===== src/mft_consts.svh =====
// Overview of operation
// Two 8-bit control registers per timer
// Interrupts only from compare, capture, overflow
// Capture two sets bit 7, sticky
// Capture one sets bit 6, sticky
// Bit 5 enables capture interrupts
// Match on second value sets bit 4
// Match on first value sets bit 3
// Bit 2 enables comparison interrupts
// Counter wrap sets bit 1, sticky
// Real-time counter wrap sets control-B bit 7
// Bit 6 selects capture edge polarity
// Bit 5 selects event edge polarity
// Prescaler divides clock by two-power code
// Bits 1:0 select the operating mode
// PWM restarts, alternates values, toggles output
// Software timer like PWM, output unchanged
// Capture mode free-runs, captures load registers
// Capture mode match toggles output, no restart
// Bit 0 enables overflow interrupts
// Irq while flag and enable; set wins
// Inputs synchronised before edge detection
`ifndef MFT_CONSTS_SVH
`define MFT_CONSTS_SVH

// ***************************************
// Register map
// ***************************************
`define MFT_ADDR_W   8
`define MFT_OFF_A    8'h00
`define MFT_OFF_B    8'h04
`define MFT_OFF_CMP1 8'h08
`define MFT_OFF_CMP2 8'h0C
`define MFT_OFF_CAP  8'h10
`define MFT_OFF_CNT  8'h14
`define MFT_OFF_RTC  8'h18

// ***************************************
// Control A fields
// ***************************************
`define MFT_A_CPF2 7
`define MFT_A_CPF1 6
`define MFT_A_CPIE 5
`define MFT_A_CMF2 4
`define MFT_A_CMF1 3
`define MFT_A_CMIE 2
`define MFT_A_OVF  1
`define MFT_A_OVIE 0
`define MFT_A_FLAG_MASK 8'hDA
`define MFT_A_EN_MASK   8'h25

// ***************************************
// Control B fields
// ***************************************
`define MFT_B_RTOV  7
`define MFT_B_CPEDG 6
`define MFT_B_EXEDG 5
`define MFT_B_PS_HI 4
`define MFT_B_PS_LO 2
`define MFT_B_MC_HI 1
`define MFT_B_MC_LO 0

// ***************************************
// Reset values and limits
// ***************************************
`define MFT_RST_BYTE 8'h00
`define MFT_RST_WORD 16'h0000
`define MFT_CNT_MAX  16'hFFFF
`define MFT_RT_MAX   8'hFF
`define MFT_RESP_OK  2'b00
`define MFT_RESP_ERR 2'b10

`endif


===== src/mft_pkg.sv =====
// ***************************************
// Shared types
// ***************************************
package mft_pkg;
  // Operating modes in field order
  typedef enum logic [1:0] {
    MFT_SW,
    MFT_PWM,
    MFT_CC,
    MFT_EXT
  } mft_mode_t;
endpackage : mft_pkg


===== src/mft_edge_det.sv =====
`timescale 1ns/10ps
`default_nettype none
// ***************************************
// Pin synchroniser and edge detector
// ***************************************
module mft_edge_det (
  input  wire logic clk_i,
  input  wire logic arst_n_i,
  input  wire logic pin_i,
  input  wire logic rise_sel_i,
  output logic      edge_o
);
  logic s1_q;   // First stage, read by s2 only
  logic s2_q;   // Second stage
  logic prev_q; // Last synchronised level

  // sync then detect
  always_ff @(posedge clk_i or negedge arst_n_i)
  begin
    if (!arst_n_i)
    begin
      s1_q   <= 1'b0;
      s2_q   <= 1'b0;
      prev_q <= 1'b0;
    end
    else
    begin
      s1_q   <= pin_i;
      s2_q   <= s1_q;
      prev_q <= s2_q;
    end
  end

  // one pulse per edge
  assign edge_o = rise_sel_i ? (s2_q & ~prev_q) : (~s2_q & prev_q);
endmodule : mft_edge_det
`default_nettype wire


===== src/mft_prescaler.sv =====
`timescale 1ns/10ps
`default_nettype none
// ***************************************
// Power-of-two clock prescaler
// ***************************************
module mft_prescaler #(
  parameter int SEL_W = 3
) (
  input  wire logic             clk_i,
  input  wire logic             arst_n_i,
  input  wire logic [SEL_W-1:0] sel_i,
  output logic                  tick_o
);
  localparam int CW = (2 ** SEL_W) - 1;

  logic [CW-1:0] div_q; // Free-running divider
  logic [CW-1:0] mask;  // Low bits that must be all ones

  // Divider runs every clock
  always_ff @(posedge clk_i or negedge arst_n_i)
  begin
    if (!arst_n_i)
      div_q <= '0;
    else
      div_q <= div_q + 1'b1;
  end

  // tick every 2**sel
  assign mask   = ~({CW{1'b1}} << sel_i);
  assign tick_o = ((div_q & mask) == mask);
endmodule : mft_prescaler
`default_nettype wire


===== src/mft_ctrl.sv =====
// Decided for this implementation: the placing of the registers and the AXI4-Lite slave port.
`timescale 1ns/10ps
`default_nettype none
`include "mft_consts.svh"
// ***************************************
// Multi-function timer with AXI4-Lite registers
// ***************************************
module mft_ctrl (
  input  wire logic                   clk_i,
  input  wire logic                   arst_n_i,
  // Write address channel
  input  wire logic [`MFT_ADDR_W-1:0] s_axi_awaddr_i,
  input  wire logic                   s_axi_awvalid_i,
  output logic                        s_axi_awready_o,
  // Write data channel
  input  wire logic [31:0]            s_axi_wdata_i,
  input  wire logic [3:0]             s_axi_wstrb_i,
  input  wire logic                   s_axi_wvalid_i,
  output logic                        s_axi_wready_o,
  // Write response channel
  output logic [1:0]                  s_axi_bresp_o,
  output logic                        s_axi_bvalid_o,
  input  wire logic                   s_axi_bready_i,
  // Read address channel
  input  wire logic [`MFT_ADDR_W-1:0] s_axi_araddr_i,
  input  wire logic                   s_axi_arvalid_i,
  output logic                        s_axi_arready_o,
  // Read data channel
  output logic [31:0]                 s_axi_rdata_o,
  output logic [1:0]                  s_axi_rresp_o,
  output logic                        s_axi_rvalid_o,
  input  wire logic                   s_axi_rready_i,
  // Timer pins
  input  wire logic                   cap1_pin_i,
  input  wire logic                   cap2_pin_i,
  input  wire logic                   event_pin_i,
  output logic                        wave_o,
  output logic                        irq_o
);
  import mft_pkg::*;

  // ***************************************
  // Declarations
  // ***************************************
  // two control bytes
  logic [7:0]  ctrl_a_q;   // Flags and enables
  logic [7:0]  ctrl_a_d;
  logic [7:0]  ctrl_b_q;   // Mode, prescale, edges
  logic [7:0]  ctrl_b_d;
  logic [15:0] cmp1_q;     // First compare value
  logic [15:0] cmp2_q;     // Second compare value
  logic [15:0] cap_q;      // Read-only capture
  logic [15:0] cnt_q;      // Timer counter
  logic        sel2_q;     // Second value active
  logic        wave_q;     // Waveform output
  logic        irq_q;      // Interrupt output
  logic [7:0]  rtc_q;      // Real-time counter

  // Bus state
  logic                   awready_q;
  logic                   wready_q;
  logic                   bvalid_q;
  logic [1:0]             bresp_q;
  logic                   aw_have_q;
  logic                   w_have_q;
  logic [`MFT_ADDR_W-1:0] awaddr_q;
  logic [31:0]            wdata_q;
  logic [3:0]             wstrb_q;
  logic                   arready_q;
  logic                   rvalid_q;
  logic [1:0]             rresp_q;
  logic [31:0]            rdata_q;

  // Internal events
  mft_mode_t   mode;       // Decoded mode
  logic        cc;         // Capture/compare mode
  logic        psc_tick;   // Prescaled tick
  logic        ev_edge;    // External event edge
  logic        cap1_edge;  // Capture one edge
  logic        cap2_edge;  // Capture two edge
  logic        tick;       // Counter advance
  logic [15:0] act_cmp;    // Active compare value
  logic        match;      // Counter equals active
  logic        restart;    // Match that restarts
  logic        wrap;       // Counter overflow
  logic        cap1_ev;    // Qualified capture one
  logic        cap2_ev;    // Qualified capture two
  logic        rt_wrap;    // Real-time wrap
  logic        wr_en;      // Write commits
  logic [2:0]  wr_idx;     // Write target
  logic        wr_lo;      // Low byte strobe
  logic        wr_hi;      // Second byte strobe

  // ***************************************
  // Address decode
  // ***************************************
  // Returns register index, 7 when unmapped
  function automatic logic [2:0] reg_idx(input logic [`MFT_ADDR_W-1:0] a);
    case (a)
      `MFT_OFF_A:    reg_idx = 3'd0;
      `MFT_OFF_B:    reg_idx = 3'd1;
      `MFT_OFF_CMP1: reg_idx = 3'd2;
      `MFT_OFF_CMP2: reg_idx = 3'd3;
      `MFT_OFF_CAP:  reg_idx = 3'd4;
      `MFT_OFF_CNT:  reg_idx = 3'd5;
      `MFT_OFF_RTC:  reg_idx = 3'd6;
      default:       reg_idx = 3'd7;
    endcase
  endfunction : reg_idx

  // ***************************************
  // Pin front ends
  // ***************************************
  // capture edge polarity
  mft_edge_det u_cap1 (
    .clk_i      (clk_i),
    .arst_n_i   (arst_n_i),
    .pin_i      (cap1_pin_i),
    .rise_sel_i (ctrl_b_q[`MFT_B_CPEDG]),
    .edge_o     (cap1_edge)
  );

  mft_edge_det u_cap2 (
    .clk_i      (clk_i),
    .arst_n_i   (arst_n_i),
    .pin_i      (cap2_pin_i),
    .rise_sel_i (ctrl_b_q[`MFT_B_CPEDG]),
    .edge_o     (cap2_edge)
  );

  // event edge polarity
  mft_edge_det u_event (
    .clk_i      (clk_i),
    .arst_n_i   (arst_n_i),
    .pin_i      (event_pin_i),
    .rise_sel_i (ctrl_b_q[`MFT_B_EXEDG]),
    .edge_o     (ev_edge)
  );

  // prescaled timer clock
  mft_prescaler #(
    .SEL_W (3)
  ) u_psc (
    .clk_i    (clk_i),
    .arst_n_i (arst_n_i),
    .sel_i    (ctrl_b_q[`MFT_B_PS_HI:`MFT_B_PS_LO]),
    .tick_o   (psc_tick)
  );

  // ***************************************
  // Event decode
  // ***************************************
  // mode field
  assign mode = mft_mode_t'(ctrl_b_q[`MFT_B_MC_HI:`MFT_B_MC_LO]);
  assign cc   = (mode == MFT_CC);
  // External mode counts pin edges instead
  assign tick    = (mode == MFT_EXT) ? ev_edge : psc_tick;
  // Capture mode compares against the first value only
  assign act_cmp = (cc || !sel2_q) ? cmp1_q : cmp2_q;
  assign match   = tick && (cnt_q == act_cmp);
  assign restart = match && !cc;
  // wrap from all ones
  assign wrap    = tick && !restart && (cnt_q == `MFT_CNT_MAX);
  // captures only in capture mode
  assign cap1_ev = cc && cap1_edge;
  assign cap2_ev = cc && cap2_edge;
  assign rt_wrap = (rtc_q == `MFT_RT_MAX);
  // Write commits once address and data are both held
  assign wr_en   = aw_have_q && w_have_q && !bvalid_q;
  assign wr_idx  = reg_idx(awaddr_q);
  assign wr_lo   = wr_en && wstrb_q[0];
  assign wr_hi   = wr_en && wstrb_q[1];

  // ***************************************
  // Control A next value
  // ***************************************
  // Flags survive only where 1 is written; enables take the written value
  function automatic logic [7:0] ctrl_a_wr(input logic [7:0] old, input logic [7:0] w);
    ctrl_a_wr = (old & w & `MFT_A_FLAG_MASK) | (w & `MFT_A_EN_MASK);
  endfunction : ctrl_a_wr

  // Writing 0 clears a flag, 1 keeps it
  always_comb
  begin
    ctrl_a_d = ctrl_a_q;
    if (wr_lo && wr_idx == 3'd0)
    begin
      ctrl_a_d = ctrl_a_wr(ctrl_a_q, wdata_q[7:0]);
    end
    // set wins over clear
    // capture two flag
    if (cap2_ev)
      ctrl_a_d[`MFT_A_CPF2] = 1'b1;
    // capture one flag
    if (cap1_ev)
      ctrl_a_d[`MFT_A_CPF1] = 1'b1;
    // second match flag
    if (restart && sel2_q)
      ctrl_a_d[`MFT_A_CMF2] = 1'b1;
    // first match flag
    if (match && (cc || !sel2_q))
      ctrl_a_d[`MFT_A_CMF1] = 1'b1;
    // overflow flag
    if (wrap)
      ctrl_a_d[`MFT_A_OVF] = 1'b1;
  end

  // ***************************************
  // Control B next value
  // ***************************************
  always_comb
  begin
    ctrl_b_d = ctrl_b_q;
    if (wr_lo && wr_idx == 3'd1)
    begin
      ctrl_b_d[6:0] = wdata_q[6:0];
      ctrl_b_d[`MFT_B_RTOV] = ctrl_b_q[`MFT_B_RTOV] & wdata_q[7];
    end
    // real-time wrap flag
    if (rt_wrap)
      ctrl_b_d[`MFT_B_RTOV] = 1'b1;
  end

  // ***************************************
  // Control registers
  // ***************************************
  // Written with reset value zero
  always_ff @(posedge clk_i or negedge arst_n_i)
  begin
    if (!arst_n_i)
    begin
      ctrl_a_q <= `MFT_RST_BYTE;
      ctrl_b_q <= `MFT_RST_BYTE;
    end
    else
    begin
      ctrl_a_q <= ctrl_a_d;
      ctrl_b_q <= ctrl_b_d;
    end
  end

  // ***************************************
  // Interrupt output
  // ***************************************
  // three event classes
  always_ff @(posedge clk_i or negedge arst_n_i)
  begin
    if (!arst_n_i)
      irq_q <= 1'b0;
    else
      // gated flags
      irq_q <= ((ctrl_a_d[`MFT_A_CPF2] | ctrl_a_d[`MFT_A_CPF1]) & ctrl_a_d[`MFT_A_CPIE])
             | ((ctrl_a_d[`MFT_A_CMF2] | ctrl_a_d[`MFT_A_CMF1]) & ctrl_a_d[`MFT_A_CMIE])
             | (ctrl_a_d[`MFT_A_OVF] & ctrl_a_d[`MFT_A_OVIE]);
  end

  // ***************************************
  // Compare and capture registers
  // ***************************************
  // Capture two overrides a software write
  always_ff @(posedge clk_i or negedge arst_n_i)
  begin
    if (!arst_n_i)
    begin
      cmp1_q <= `MFT_RST_WORD;
      cmp2_q <= `MFT_RST_WORD;
      cap_q  <= `MFT_RST_WORD;
    end
    else
    begin
      if (wr_lo && wr_idx == 3'd2)
        cmp1_q[7:0] <= wdata_q[7:0];
      if (wr_hi && wr_idx == 3'd2)
        cmp1_q[15:8] <= wdata_q[15:8];
      // capture two loads second value
      if (cap2_ev)
        cmp2_q <= cnt_q;
      else
      begin
        if (wr_lo && wr_idx == 3'd3)
          cmp2_q[7:0] <= wdata_q[7:0];
        if (wr_hi && wr_idx == 3'd3)
          cmp2_q[15:8] <= wdata_q[15:8];
      end
      // capture one loads capture
      if (cap1_ev)
        cap_q <= cnt_q;
    end
  end

  // ***************************************
  // Counter and waveform
  // ***************************************
  always_ff @(posedge clk_i or negedge arst_n_i)
  begin
    if (!arst_n_i)
    begin
      cnt_q  <= `MFT_RST_WORD;
      sel2_q <= 1'b0;
      wave_q <= 1'b0;
    end
    else
    begin
      // restart and alternate
      if (restart)
      begin
        cnt_q  <= `MFT_RST_WORD;
        sel2_q <= ~sel2_q;
      end
      else if (tick)
        cnt_q <= cnt_q + 16'h0001;
      // output high while second value is active, not in software mode
      // Following the active value keeps the phase right after a mode change
      if (restart && mode != MFT_SW)
        wave_q <= ~sel2_q;
      // capture mode match toggles
      else if (match && cc)
        wave_q <= ~wave_q;
    end
  end

  // ***************************************
  // Real-time counter
  // ***************************************
  // Free-running, independent of the timer
  always_ff @(posedge clk_i or negedge arst_n_i)
  begin
    if (!arst_n_i)
      rtc_q <= `MFT_RST_BYTE;
    else
      rtc_q <= rtc_q + 8'h01;
  end

  // ***************************************
  // AXI4-Lite write path
  // ***************************************
  // Address and data taken in either order
  always_ff @(posedge clk_i or negedge arst_n_i)
  begin
    if (!arst_n_i)
    begin
      awready_q <= 1'b1;
      wready_q  <= 1'b1;
      aw_have_q <= 1'b0;
      w_have_q  <= 1'b0;
      awaddr_q  <= '0;
      wdata_q   <= '0;
      wstrb_q   <= '0;
      bvalid_q  <= 1'b0;
      bresp_q   <= `MFT_RESP_OK;
    end
    else
    begin
      if (s_axi_awvalid_i && awready_q)
      begin
        awaddr_q  <= s_axi_awaddr_i;
        aw_have_q <= 1'b1;
        awready_q <= 1'b0;
      end
      if (s_axi_wvalid_i && wready_q)
      begin
        wdata_q  <= s_axi_wdata_i;
        wstrb_q  <= s_axi_wstrb_i;
        w_have_q <= 1'b1;
        wready_q <= 1'b0;
      end
      // Commit and answer
      if (wr_en)
      begin
        aw_have_q <= 1'b0;
        w_have_q  <= 1'b0;
        bvalid_q  <= 1'b1;
        bresp_q   <= (wr_idx == 3'd7) ? `MFT_RESP_ERR : `MFT_RESP_OK;
      end
      // Response taken, reopen both channels
      if (bvalid_q && s_axi_bready_i)
      begin
        bvalid_q  <= 1'b0;
        awready_q <= 1'b1;
        wready_q  <= 1'b1;
      end
    end
  end

  // ***************************************
  // AXI4-Lite read path
  // ***************************************
  always_ff @(posedge clk_i or negedge arst_n_i)
  begin
    if (!arst_n_i)
    begin
      arready_q <= 1'b1;
      rvalid_q  <= 1'b0;
      rresp_q   <= `MFT_RESP_OK;
      rdata_q   <= '0;
    end
    else
    begin
      if (s_axi_arvalid_i && arready_q)
      begin
        arready_q <= 1'b0;
        rvalid_q  <= 1'b1;
        rresp_q   <= `MFT_RESP_OK;
        case (reg_idx(s_axi_araddr_i))
          3'd0:    rdata_q <= {24'h00_0000, ctrl_a_q};
          3'd1:    rdata_q <= {24'h00_0000, ctrl_b_q};
          3'd2:    rdata_q <= {16'h0000, cmp1_q};
          3'd3:    rdata_q <= {16'h0000, cmp2_q};
          3'd4:    rdata_q <= {16'h0000, cap_q};
          3'd5:    rdata_q <= {16'h0000, cnt_q};
          3'd6:    rdata_q <= {24'h00_0000, rtc_q};
          default:
          begin
            rdata_q <= '0;
            rresp_q <= `MFT_RESP_ERR;
          end
        endcase
      end
      if (rvalid_q && s_axi_rready_i)
      begin
        rvalid_q  <= 1'b0;
        arready_q <= 1'b1;
      end
    end
  end

  // ***************************************
  // Outputs
  // ***************************************
  assign s_axi_awready_o = awready_q;
  assign s_axi_wready_o  = wready_q;
  assign s_axi_bvalid_o  = bvalid_q;
  assign s_axi_bresp_o   = bresp_q;
  assign s_axi_arready_o = arready_q;
  assign s_axi_rvalid_o  = rvalid_q;
  assign s_axi_rresp_o   = rresp_q;
  assign s_axi_rdata_o   = rdata_q;
  assign wave_o          = wave_q;
  assign irq_o           = irq_q;
endmodule : mft_ctrl
`default_nettype wire


===== config.mk =====
export PLATFORM = sky130hd
export DESIGN_NAME = mft_ctrl
export DESIGN_NICKNAME = d
export VERILOG_FILES = /design/src/mft_pkg.sv /design/src/mft_edge_det.sv /design/src/mft_prescaler.sv /design/src/mft_ctrl.sv
export VERILOG_INCLUDE_DIRS = /design/src /design/src/src
export SDC_FILE = /design/constraint.sdc
export NUM_CORES = 1
export LEC_CHECK = 0
export CAP_MARGIN = 20
export CORE_MARGIN = 2
export CORE_UTILIZATION = 27
export CTS_BUF_LIST = sky130_fd_sc_hd__clkbuf_16
export CTS_CLUSTER_DIAMETER = 30
export DETAILED_ROUTE_END_ITERATION = 8
export DONT_BUFFER_PORTS = 1
export HOLD_SLACK_MARGIN = 0.15
export PLACE_DENSITY = 0.51
export SLEW_MARGIN = 0
export SYNTH_ARGS = -nofsm -noshare
export SYNTH_HDL_FRONTEND = slang
export SYNTH_HIERARCHICAL = 1
export SYNTH_SLANG_ARGS = --single-unit

===== constraint.sdc =====
create_clock -name clk_i -period 5.62 [get_ports clk_i]
set_input_delay 0.843 -clock clk_i [delete_from_list [all_inputs] [get_ports clk_i]]
set_output_delay 0.843 -clock clk_i [all_outputs]
set_load 0.01 [all_outputs]

==> impl_results.md <==
* CP arrival at 3.86 ns
* Number of DRC markers in iteration 0 at 336
* Synth-to-Final Area Change at 12.11%
* #FFs+latches synth at 158
* Comb pwr share at 0.179
* HPWL Detailed at 13660 microns
* Family with the most delay on the worst path: compound AO/OA/AOI/OAI gates
* Vias per Instance at 4.806
* First-pass GRT wire length at 30220 microns
* Clock latency on the worst-skew pair at 0.43 ns
* Cell Area, Synth at 7617 sq um
* Crit start category: flop
* Largest family of logic cells by synthesized area: multiplexers
* Hold Crit Class: input port to async pin
* Clk slew on worst S/H paths at 0.07 ns
* Worst path buffer plus inverter count at 0
* Gr ovfl total at 0
* NumNets Final at 734
* Placed cells at 1026
* RSZ-0062 raised after global routing: no
* Syn Inst Count at 680
* Post-synth top area share at 0.5092
* Io pins at 105
* Antenna violations before repair at 4
* Xor-xnor portion of the synthesized cell area at 0.05174
* Chip height at 172.0 microns
* Final period util at 0.6285
* Die width at 172.0 microns
* Clk buf depth at 2
* Switching pwr at 1.142 mW
* Gr usage total at 0.1375
* Max capacitance violation total at 0
* Clock skew at 0.01310 ns
* Status: finished clean
* Largest net degree at the start of global routing at 156
* Final Core Density at 0.3074
* Most used DFF post-synth: dfrtp_1
* Worst hold slack at 0.2503 ns
* Post-synth EDFFs at 0
* Worst Setup SP: ctrl_b_q[2]
* P_int at 2.398 mW
* H-Tree Depth at 4
* Initial Utilization at 0.2742
* Synth async-reset ratio at 1.000
* Rows at 61
* Most common cell in the netlist: dfrtp_1
* Max_slew headroom at 0.2346
* Register area share after synthesis at 0.5195
* Vias in the first global route at 4837
* RePlAce Congestion at 0.8273
* Post-synthesis mux area share at 0.1289
* CTS sink cnt at 158
* Routing usage on met1 at 0.1933
* Slew @ Worst Pin at 1.144 ns
* Worst IR Drop VDD at 192.4 uV
* Clk pwr share at 0.351
* Routed WL at 19450 microns
* CP max stage delay at 0.78 ns
* Most Crowded Layer GR: met2
* Avg Cell Area, Syn at 11.20 sq um
* Port Buffers at 0
* Met3 Resource Use GR at 0.03868
* Via count at 5094
* Root buffer cell: clkbuf_16
* Commonest cells post-synth: dfrtp_1 (155), mux2_2 (49), nand2_1 (48), o21ai_0 (43), nor2_1 (39)
* Total Neg Setup Slack at 0 ns
* Synth cell types at 68
* Min Tclk post-route at 3.532 ns
* Final Hold Vio Count at 0
* Setup Fix Bufs, Post-CTS at 0
* Power Density at 414.6 nW/um^2
* Post-Layout Cell Count at 1060
* Flop pwr share at 0.470
* Met2 Resource Use GR at 0.2024
* Critical Path Fanout Max at 5
* TritonRoute pass-1 iters at 6
* Core Footprint at 27780 sq um
* Tot Pwr at 3.540 mW
* Adder-Cell Fraction of Synth Area at 0.004928
* Synth area leader: dfrtp_1
* # setup viols final at 0
* Compound-Gate Fraction of Synth Area at 0.1288
* # fillers at 2851
* F_max at 0.2831 GHz
* Final WS setup at 2.088 ns
* CTS tree: built
* Kind of end point of the critical path: flop
* Antenna viol nets, final at 0
* Place WS at 2.080 ns
* Antenna diodes at 0
* Highest-delay cell along the critical path: nor3_1
* Final Slew Violations at 0
* Critical Setup Path Class: flop to flop
* Synth Warn # at 6
* Net Sw Frac at 0.3227
* Post-Synth Simple-Gate Area at 0.1178
* RR Startpoint: ctrl_b_q[2]
* Top cells by area, synth: dfrtp_1 (51%), mux2_2 (7.2%), xnor2_1 (3.2%)
* Final Cell Area at 8539 sq um
* Crit path cell chain: nor2_1, o2111ai_1, a21o_1, a2bb2oi_1, a21boi_0, or2_2, nand4_1, nor3_1, o2111ai_1, o211ai_1
* Critical Path RT at 5.95 ns
* DRC Markers at 0
* Die area at 29570 sq um
* CTS Buf Count at 17
* Pleak at 3.819 nW
* Most frequent CP cell: o2111ai_1
* Layout cells sized above 1 at 0.1730
* Routed wire length per instance at 18.35 microns
* Placed cell area at 7873 sq um
## layer usage
layer	share of wire	routed length, microns	up-vias
li1	-	-	2370
met4	0.020	392	4
met5	0.0014	27	-
met3	0.065	1256	27
met2	0.45	8676	147
met1	0.47	9099	2546
## power groups by stage
| stage | clock [mW] | sequential, mW | combinational (mW) |
|---|---|---|---|
| 2_1_floorplan | 0 | 1.52 | 0.585 |
| 3_3_place_gp | 0 | 1.68 | 0.606 |
| 3_5_place_dp | 0 | 1.69 | 0.616 |
| 4_1_cts | 1.28 | 1.66 | 0.645 |
| 5_1_grt | 1.32 | 1.70 | 0.713 |
| 6_report | 1.24 | 1.66 | 0.635 |
## registers in the layout (all words and copies together), names as in the netlist, 2 cells and up
signal,flops
ctrl_b_q,8
ctrl_a_q,8
awaddr_q,8
cmp1_q,16
rtc_q,8
s_axi_rdata_o,16
cmp2_q,16
wstrb_q,2
wdata_q,16
u_psc/div_q,7
cnt_q,16
cap_q,16
## path summary, 6_finish.rpt
check / cells after the start / slack [ns] / end
setup / recovery: 10 / 2.09 / irq_o
hold / removal: 0 / 0.25 / s_axi_wready_o
setup reg to reg: 10 / 2.09 / irq_o
hold reg to reg: 0 / 0.35 / u_cap2/s2_q
max in group asynchronous: 1 / 4.61 / s_axi_rdata_o[11]
min in group clk_i: 0 / 0.35 / u_cap2/s2_q
## what timing repair did
item                                   in CTS  in global routing
hold buffers                                1                  0
endpoints found under the hold margin     155                  0
resized for setup                           0                  0
## kinds of logic (layout without fill, tap and decap cells)
| family | after synthesis | count (layout) |
|---|---|---|
| adder cells (fa/ha/maj) | 3 | 3 |
| buffers and inverters | 71 | 56 |
| AO/OA/AOI/OAI | 143 | 143 |
| flip-flops | 158 | 158 |
| multiplexers | 87 | 87 |
| AND/OR/NAND/NOR | 172 | 172 |
| other | 1 | 18 |
| XOR/XNOR | 45 | 45 |
## worst register-to-register path, cell delays in order (launching register included)
cell and delay [ns]:
dfrtp_1 0.44, nor2_1 0.13, o2111ai_1 0.11, a21o_1 0.17, a2bb2oi_1 0.15, a21boi_0 0.50
or2_2 0.24, nand4_1 0.20, nor3_1 0.78, o2111ai_1 0.38, o211ai_1 0.32
## layout by cell type, fill, tap and decap left out, types with 11 or more instances in the layout
| master | n |
|---|---|
| a21oi_1 | 24 |
| a221oi_1 | 11 |
| a22o_1 | 13 |
| a22oi_1 | 15 |
| clkbuf_16 | 17 |
| conb_1 | 18 |
| dfrtp_1 | 155 |
| inv_1 | 22 |
| mux2_1 | 16 |
| mux2_2 | 49 |
| mux2i_1 | 19 |
| nand2_1 | 48 |
| nand3_1 | 19 |
| nor2_1 | 39 |
| o21ai_0 | 43 |
| xnor2_1 | 28 |
| xor2_1 | 17 |
## area by class of cell
class,instances,area (sq um),area share
inverters,22,82.58,0.009670
repair buffers,2,38.79,0.004542
multi-input cells,468,3359,0.3934
flip-flops and latches,158,3958,0.4634
clock buffers,17,425.4,0.04982
well taps,378,473.0,0.05538
clock inverters,15,202.7,0.02374
(Power assumes the default switching activity.)
